$ cat config.mk
export PLATFORM = sky130hd
export DESIGN_NAME = tx_frame_fifo_pointer_config
export DESIGN_NICKNAME = d
export VERILOG_FILES = /design/src/rtl/tx_cfg_pkg.sv /design/src/rtl/tx_frame_fifo_pointer_config.sv /design/src/rtl/pointer_ram.sv
export SDC_FILE = /design/constraint.sdc
export NUM_CORES = 2
export LEC_CHECK = 0
export BUFFER_PORTS_ARGS = -buffer_cell sky130_fd_sc_hd__buf_2
export CAP_MARGIN = 20
export CORE_MARGIN = 8
export CORE_UTILIZATION = 55
export DETAILED_ROUTE_END_ITERATION = 7
export PLACE_DENSITY = 0.72
export SLEW_MARGIN = 10
export SYNTH_ARGS = -nofsm -noshare
export SYNTH_HDL_FRONTEND = slang
export SYNTH_MEMORY_MAX_BITS = 65536
export SYNTH_SLANG_ARGS = --single-unit
$ cat constraint.sdc
create_clock -name clk -period 13.4 [get_ports clk]
set_clock_uncertainty 0.05 [all_clocks]
set_input_delay 0.67 -clock clk [delete_from_list [all_inputs] [get_ports clk]]
set_output_delay 0.67 -clock clk [all_outputs]
set_load 0.03 [all_outputs]
$ cat src/rtl/tx_cfg_pkg.sv
// shared constants for the transmit frame processor configuration bank
// assumes a single 25 MHz system clock and a plain strobe register port
package tx_cfg_pkg;

  // ----------------------------------------
  // register port
  // ----------------------------------------
  localparam int ADDR_W = 12;
  localparam int DATA_W = 32;
  localparam logic [11:0] PTR_SELECT_OFFSET = 12'h3A0;
  localparam logic [11:0] PTR_DATA_OFFSET = 12'h3A4;
  localparam logic [11:0] GLOBAL_CONFIG_OFFSET = 12'h3B0;

  // ----------------------------------------
  // pointer ram geometry
  // ----------------------------------------
  localparam int PTR_W = 9;
  localparam int PTR_DEPTH = 512;

  // ----------------------------------------
  // field positions
  // ----------------------------------------
  localparam int SEL_INDEX_LSB = 0;
  localparam int SEL_DIR_BIT = 14;
  localparam int SEL_BUSY_BIT = 15;
  localparam int DATA_PTR_LSB = 0;
  localparam int DATA_RSVD_BIT = 15;
  localparam int CFG_BURST_LSB = 0;
  localparam int CFG_BURST_W = 3;
  localparam int CFG_LEN_EN_BIT = 7;
  localparam int CFG_MSB_FIRST_BIT = 8;
  localparam int CFG_STUFF_BIT = 9;

  // ----------------------------------------
  // reset values
  // ----------------------------------------
  localparam logic [8:0] PTR_RESET = 9'h000;
  localparam logic [2:0] BURST_RESET = 3'h0;
  localparam logic CFG_BIT_RESET = 1'b0;

  // ----------------------------------------
  // transfer sizing and octets
  // ----------------------------------------
  localparam logic [2:0] XFER_ONE_BLOCK = 3'h0;
  localparam logic [3:0] ONE_BLOCK = 4'h1;
  localparam int OCTET_W = 8;
  localparam logic [2:0] LAST_BIT_INDEX = 3'h7;

  // ----------------------------------------
  // indirect access sequencer
  // ----------------------------------------
  typedef enum logic [3:0] {
    ACC_IDLE = 4'b0001,
    ACC_WRITE = 4'b0010,
    ACC_READ = 4'b0100,
    ACC_CAPTURE = 4'b1000
  } access_state_t;

endpackage : tx_cfg_pkg

$ cat src/rtl/tx_frame_fifo_pointer_config.sv
// configuration bank of the transmit frame processor: indirect pointer
// ram access, global dma sizing, octet bit order and lsb stuffing
// assumes a register master on clk that never overlaps its strobes
//
// How it works
// [RULE1] select write starts indirect access at index
// [RULE2] direction zero writes data register into ram
// [RULE3] direction one reads entry into data register
// [RULE4] busy set on start, cleared on completion
// [RULE5] software polls busy before using results
// [RULE6] entry holds next block index, low bits
// [RULE7] software links each channel into circle
// [RULE8] data field keeps written value until read
// [RULE9] software rewrites all links when provisioning
// [RULE10] software keeps reserved data bit zero
// [RULE11] burst field is max blocks minus one
// [RULE12] limit only for one-block channels when enabled
// [RULE13] enabled limit lets one-block amounts merge
// [RULE14] limit disabled means exactly one block
// [RULE15] order low sends byte lsb first
// [RULE16] order high sends byte msb first
// [RULE17] stuffing mode forces last octet bit
// [RULE18] global settings shared by every channel
// [RULE19] transfer size field means value plus one
// [RULE20] ram holds 512 nine-bit entries
// [RULE21] select writes ignored while busy
//
// Decided for this implementation: the address-and-strobe port.
`timescale 1ns/1ps
`default_nettype none
module tx_frame_fifo_pointer_config
  import tx_cfg_pkg::*;
#(
  parameter int PTR_ENTRIES = tx_cfg_pkg::PTR_DEPTH
) (
  input wire logic clk,
  input wire logic rst,
  input wire logic [tx_cfg_pkg::ADDR_W-1:0] reg_addr,
  input wire logic [tx_cfg_pkg::DATA_W-1:0] reg_wdata,
  input wire logic reg_write,
  input wire logic reg_read,
  output logic [tx_cfg_pkg::DATA_W-1:0] reg_rdata,
  input wire logic [2:0] transfer_size_field,
  output logic [3:0] dma_max_blocks,
  output logic dma_merge_allowed,
  input wire logic seven_bit_stuffing,
  input wire logic link_bit_tick,
  input wire logic [tx_cfg_pkg::OCTET_W-1:0] octet_data,
  input wire logic octet_valid,
  output logic octet_ready,
  output logic transmit_link_data_out,
  output logic transmit_link_bit_valid
);
  import tx_cfg_pkg::*;

  // ----------------------------------------
  // register decode
  // ----------------------------------------
  logic sel_hit;
  logic data_hit;
  logic cfg_hit;

  always_comb begin
    sel_hit = 1'b0;
    data_hit = 1'b0;
    cfg_hit = 1'b0;
    if (reg_addr == PTR_SELECT_OFFSET) begin
      sel_hit = 1'b1;
    end else if (reg_addr == PTR_DATA_OFFSET) begin
      data_hit = 1'b1;
    end else if (reg_addr == GLOBAL_CONFIG_OFFSET) begin
      cfg_hit = 1'b1;
    end
  end

  // ----------------------------------------
  // indirect access state
  // ----------------------------------------
  access_state_t state;
  access_state_t next_state;
  logic busy;
  logic access_dir;
  logic [PTR_W-1:0] access_index;
  logic [PTR_W-1:0] next_link_pointer;
  logic data_reserved;
  logic start_access;
  logic ram_we;
  logic ram_re;
  logic [PTR_W-1:0] ram_rdata;

  assign busy = (state != ACC_IDLE); // see [RULE4]
  // a select write while busy is dropped whole, index and direction kept
  assign start_access = reg_write && sel_hit && !busy; // see [RULE1] see [RULE21]

  // write needs one cycle, read two: ram issue, then capture
  always_comb begin
    next_state = state;
    case (state)
      ACC_IDLE: begin
        if (start_access) begin
          if (reg_wdata[SEL_DIR_BIT]) begin
            next_state = ACC_READ; // see [RULE3]
          end else begin
            next_state = ACC_WRITE; // see [RULE2]
          end
        end
      end
      ACC_WRITE: begin
        next_state = ACC_IDLE;
      end
      ACC_READ: begin
        next_state = ACC_CAPTURE;
      end
      ACC_CAPTURE: begin
        next_state = ACC_IDLE;
      end
      default: begin
        next_state = ACC_IDLE;
      end
    endcase
  end

  always_ff @(posedge clk) begin
    if (rst) begin
      state <= ACC_IDLE;
    end else begin
      state <= next_state;
    end
  end

  // index and direction are latched only when an access is accepted
  always_ff @(posedge clk) begin
    if (rst) begin
      access_index <= PTR_RESET;
      access_dir <= CFG_BIT_RESET;
    end else if (start_access) begin
      access_index <= reg_wdata[SEL_INDEX_LSB +: PTR_W]; // see [RULE1]
      access_dir <= reg_wdata[SEL_DIR_BIT];
    end
  end

  // capture of a finished read beats a software write in the same cycle
  always_ff @(posedge clk) begin
    if (rst) begin
      next_link_pointer <= PTR_RESET;
      data_reserved <= CFG_BIT_RESET;
    end else if (state == ACC_CAPTURE) begin
      next_link_pointer <= ram_rdata; // see [RULE3] see [RULE8]
    end else if (reg_write && data_hit) begin
      next_link_pointer <= reg_wdata[DATA_PTR_LSB +: PTR_W]; // see [RULE6] see [RULE8]
      data_reserved <= reg_wdata[DATA_RSVD_BIT];
    end
  end

  assign ram_we = (state == ACC_WRITE); // see [RULE2]
  assign ram_re = (state == ACC_READ); // see [RULE3]

  pointer_ram #(
    .DEPTH(PTR_ENTRIES),
    .WIDTH(PTR_W),
    .AW(PTR_W)
  ) u_pointer_ram ( // see [RULE20]
    .clk(clk),
    .write_en(ram_we),
    .read_en(ram_re),
    .addr(access_index),
    .write_data(next_link_pointer),
    .read_data(ram_rdata)
  );

  // ----------------------------------------
  // global configuration
  // ----------------------------------------
  logic [CFG_BURST_W-1:0] burst_length;
  logic length_limit_enable;
  logic msb_first_order;
  logic stuffed_lsb_value;

  always_ff @(posedge clk) begin
    if (rst) begin
      burst_length <= BURST_RESET;
      length_limit_enable <= CFG_BIT_RESET;
      msb_first_order <= CFG_BIT_RESET;
      stuffed_lsb_value <= CFG_BIT_RESET;
    end else if (reg_write && cfg_hit) begin
      burst_length <= reg_wdata[CFG_BURST_LSB +: CFG_BURST_W]; // see [RULE18]
      length_limit_enable <= reg_wdata[CFG_LEN_EN_BIT];
      msb_first_order <= reg_wdata[CFG_MSB_FIRST_BIT];
      stuffed_lsb_value <= reg_wdata[CFG_STUFF_BIT];
    end
  end

  // ----------------------------------------
  // read data
  // ----------------------------------------
  // unmapped offsets and unused bits read as zero
  always_ff @(posedge clk) begin
    if (rst) begin
      reg_rdata <= '0;
    end else if (reg_read) begin
      reg_rdata <= '0;
      if (sel_hit) begin
        reg_rdata[SEL_INDEX_LSB +: PTR_W] <= access_index;
        reg_rdata[SEL_DIR_BIT] <= access_dir;
        reg_rdata[SEL_BUSY_BIT] <= busy; // see [RULE4]
      end else if (data_hit) begin
        reg_rdata[DATA_PTR_LSB +: PTR_W] <= next_link_pointer; // see [RULE8]
        reg_rdata[DATA_RSVD_BIT] <= data_reserved;
      end else if (cfg_hit) begin
        reg_rdata[CFG_BURST_LSB +: CFG_BURST_W] <= burst_length;
        reg_rdata[CFG_LEN_EN_BIT] <= length_limit_enable;
        reg_rdata[CFG_MSB_FIRST_BIT] <= msb_first_order;
        reg_rdata[CFG_STUFF_BIT] <= stuffed_lsb_value;
      end
    end
  end

  // ----------------------------------------
  // dma transaction sizing
  // ----------------------------------------
  // same global limit for every channel, only the size field differs
  // limitation: one channel sized at a time, the caller muxes its field
  always_ff @(posedge clk) begin
    if (rst) begin
      dma_max_blocks <= ONE_BLOCK;
      dma_merge_allowed <= 1'b0;
    end else if (transfer_size_field != XFER_ONE_BLOCK) begin
      dma_max_blocks <= {1'b0, transfer_size_field} + ONE_BLOCK; // see [RULE19] see [RULE12]
      dma_merge_allowed <= 1'b0;
    end else if (length_limit_enable) begin
      dma_max_blocks <= {1'b0, burst_length} + ONE_BLOCK; // see [RULE11] see [RULE13]
      dma_merge_allowed <= 1'b1;
    end else begin
      dma_max_blocks <= ONE_BLOCK; // see [RULE14]
      dma_merge_allowed <= 1'b0;
    end
  end

  // ----------------------------------------
  // octet serialiser
  // ----------------------------------------
  logic [OCTET_W-1:0] octet_reversed;
  logic [OCTET_W-1:0] shift_reg;
  logic [2:0] bit_count;
  logic octet_loaded;
  logic octet_take;

  for (genvar i = 0; i < OCTET_W; i++) begin : g_reverse
    assign octet_reversed[i] = octet_data[OCTET_W-1-i];
  end

  // one octet at a time; a gap of one tick between octets is accepted
  assign octet_ready = !octet_loaded;
  assign octet_take = octet_valid && octet_ready;

  always_ff @(posedge clk) begin
    if (rst) begin
      shift_reg <= '0;
      octet_loaded <= 1'b0;
      bit_count <= '0;
    end else if (octet_take) begin
      if (msb_first_order) begin
        shift_reg <= octet_reversed; // see [RULE16]
      end else begin
        shift_reg <= octet_data; // see [RULE15]
      end
      octet_loaded <= 1'b1;
      bit_count <= '0;
    end else if (octet_loaded && link_bit_tick) begin
      shift_reg <= {1'b0, shift_reg[OCTET_W-1:1]};
      bit_count <= bit_count + 3'h1;
      if (bit_count == LAST_BIT_INDEX) begin
        octet_loaded <= 1'b0;
      end
    end
  end

  // stuffing mode is taken live, not latched with the octet
  always_ff @(posedge clk) begin
    if (rst) begin
      transmit_link_data_out <= 1'b0;
      transmit_link_bit_valid <= 1'b0;
    end else if (octet_loaded && link_bit_tick) begin
      transmit_link_bit_valid <= 1'b1;
      if (seven_bit_stuffing && bit_count == LAST_BIT_INDEX) begin
        transmit_link_data_out <= stuffed_lsb_value; // see [RULE17]
      end else begin
        transmit_link_data_out <= shift_reg[0];
      end
    end else begin
      transmit_link_bit_valid <= 1'b0;
    end
  end

endmodule : tx_frame_fifo_pointer_config
`default_nettype wire

$ cat src/rtl/pointer_ram.sv
// single port block pointer memory with registered read data
// assumes one clock; read data valid the cycle after the read enable
`timescale 1ns/1ps
`default_nettype none
module pointer_ram #(
  parameter int DEPTH = 512,
  parameter int WIDTH = 9,
  parameter int AW = 9
) (
  input wire logic clk,
  input wire logic write_en,
  input wire logic read_en,
  input wire logic [AW-1:0] addr,
  input wire logic [WIDTH-1:0] write_data,
  output logic [WIDTH-1:0] read_data
);

  logic [WIDTH-1:0] mem [DEPTH];

  // no reset on the array: software must rewrite every link anyway
  always_ff @(posedge clk) begin
    if (write_en) begin
      mem[addr] <= write_data;
    end
  end

  always_ff @(posedge clk) begin
    if (read_en) begin
      read_data <= mem[addr];
    end
  end

endmodule : pointer_ram
`default_nettype wire

==> metrics.txt <==
crit path launch type=flop; crit-path cells=buf_12, buf_4, buf_4, mux4_2, mux2i_1, o32ai_1, nor4_1, nand4_1, or4_1; Hold WC Path Type=in2reg; CTS Hold Buffers Added=31; Largest Register=u_pointer_ram.mem; Num CTS Buffers=between 400 and 500; Post-CTS Resized=0; vias in the first global route=91.3k; H-tree depth=5; worst hold path depth=3; slowest CP cell=dfxtp_4; Final GP Congestion=0.957; die extent in x=just under 600 µm; aggregate global-route resource usage=0.265; largest net degree at the start of global routing=224; core area=about 330,000 µm²; Nets=9,066; Post-CTS Setup Bufs=0; Clock transition at path regs=0.06 ns; Row Count=211; register bit total from synthesis=4,678; Initial Utilization=0.551; Synth area leader=edfxtp_1; Synth top area share=0.763; status=finished with violations; Largest regs=u_pointer_ram.mem: 4608 flops, reg_rdata: 12 flops; Syn. warnings=0; io pins=102; Main synth FF type=edfxtp_1; synthesized netlist cell count=between 8k and 9k; fin crit period=~6.5 ns; FF-to-FF setup slack=6.90 ns; Area Overhead vs Synth=10.8%; clk_lat worst skew=a little under 1 ns; DP HPWL=around 280,000 µm; max cap viols=0; Die Ht=around 600 µm; failing checks=design-rule violations; crit-path max FO=approximately 110; Mean Syn Cell Area=roughly 21 µm²; drt first pass iters=8; Area contributors post-synth=edfxtp_1 76%, mux4_2 12%, mux2i_1 3.0%; sequential fraction of the synthesis area=0.770; root buf cell=clkbuf_16; Power Density=140 nW/µm²; CP Data Required Time=about 14 ns; initial antenna violation count=32; clk buf depth=4; Num Clock Sinks=4,678; Crit path top cell by count=buf_4; vias per cell=approximately 6.8; Post-synth EDFFs=4,617; first-pass GRT wire length=667,000 µm; DRT iter0 DRCs=13.7k; delay of the slowest cell on the worst path=0.83 ns; arrival time at the worst endpoint=between 7 and 8 ns; number of max-slew violations in the final report=0; synthesized cell area=182,000 µm²; crit path kind=reg2reg; Util after Layout=0.611; WP buf/inv=3; total power draw=28.2 mW; worst slew pin tran=between 1 and 1.5 ns; count leader, synth=edfxtp_1; f_max=154 MHz; post-DR wirelength/cell=34.4 µm; RSZ-0062 raised after global routing=no; critical path depth=9; Post-synth ARST share=0; vias after detailed routing=93.0k; Post-Route WL=473,000 µm; share of layout cells above drive strength 1=0.209; drc violations=275; Post-synth top cells=4,617 x edfxtp_1, 956 x mux4_2, 602 x nor2_1; Final Hold Vio Count=0; final setup fails=0; # port buffers=61; Final Cycle Share=0.485; max reg flops=4,608; R2R depth=9; synth unique cells=77; Leak Pwr=49.0 nW; crit end category=flop; DRT antenna net count=0; worst hold slack=0.0614 ns; gr ovfl total=0; maximum VDD drop=0.125 mV; die footprint=about 350,000 µm²; CTS tree=yes; Slew headroom=0.161; delay-heaviest family, CP=buffers and inverters; Fin Setup TNS=0 ns
## cell families (layout without fill, tap and decap cells)
logic type      count (synthesis)  in the layout  share of synthesized area
buf+inv                       585           1138                     0.0164
fa+ha+maj                       5              5                   0.000344
simple gates                 1119           1119                     0.0280
compound gates                828            828                     0.0302
xor+xnor                        2              2                  0.0000965
mux                          1584           1584                      0.155
other cells                     1             41                  0.0000206
flops                        4678           4678                      0.770
## layout make-up
class | count | area [µm²]
flip-flops and latches | 4678 | 140000
fillers | 22200 | 128000
multi-input cells | 3558 | 39100
clock buffers | 560 | 11700
well taps | 4366 | 5460
repair buffers | 298 | 2500
clock inverters | 265 | 2480
inverters | 15 | 63.8
diodes | 21 | 52.6
## power by group
group	internal [mW]	leakage [nW]	total, mW	switching [mW]
registers	15.8	32.4	15.8	0.00276
clock network	6.90	6.89	12.3	5.43
logic	0.0173	9.69	0.0494	0.0320
## stage by stage
stage	std cells	instance area, µm²	worst slack, ns
6_report	13800	201000	6.90
5_1_grt	13700	201000	6.78
4_1_cts	13700	201000	7.03
3_5_place_dp	12900	187000	7.04
3_3_place_gp	12900	187000	7.04
2_1_floorplan	8821	182000	5.31
## routing by layer
layer	vias to the layer above	part of all wire	wire length (µm)	track usage
li1	37000	-	-	-
met1	48200	0.36	170000	0.358
met2	6556	0.46	217000	0.401
met3	1206	0.13	59800	0.0756
met4	6	0.057	26800	0.128
met5	-	0.000089	42	0.00304
## final timing paths
| kind | from | to |
|---|---|---|
| setup / recovery | access_index[1] | u_pointer_ram.read_data[7] |
| hold / removal | reg_write | stuffed_lsb_value |
| setup reg to reg | access_index[1] | u_pointer_ram.read_data[7] |
| hold reg to reg | reg_rdata[1] | reg_rdata[1] |
## layout by cell type, fill, tap and decap left out, drive strengths merged, types with 27 or more instances in the layout
cell type    count
nor2           602
a22oi          143
o21ai          123
clkbuf         561
mux2            72
buf            266
dfxtp           61
nand3           83
bufinv          37
a21oi          153
clkinv         204
nor4            27
a211o           30
inv             30
edfxtp        4617
o22ai          170
dlygate4sd3     31
nand4           66
nor3            42
a31oi           36
a211oi          35
nand2          157
mux4           970
mux2i          542
## worst register-to-register path, cell delays in order (launching register included)
cell and delay (ns):
dfxtp_4 0.83, buf_12 0.69, buf_4 0.76, buf_4 0.81
mux4_2 0.51, mux2i_1 0.41, o32ai_1 0.16, nor4_1 0.77
nand4_1 0.62, or4_1 0.66
Note: power is estimated with default switching activity, not from simulation.
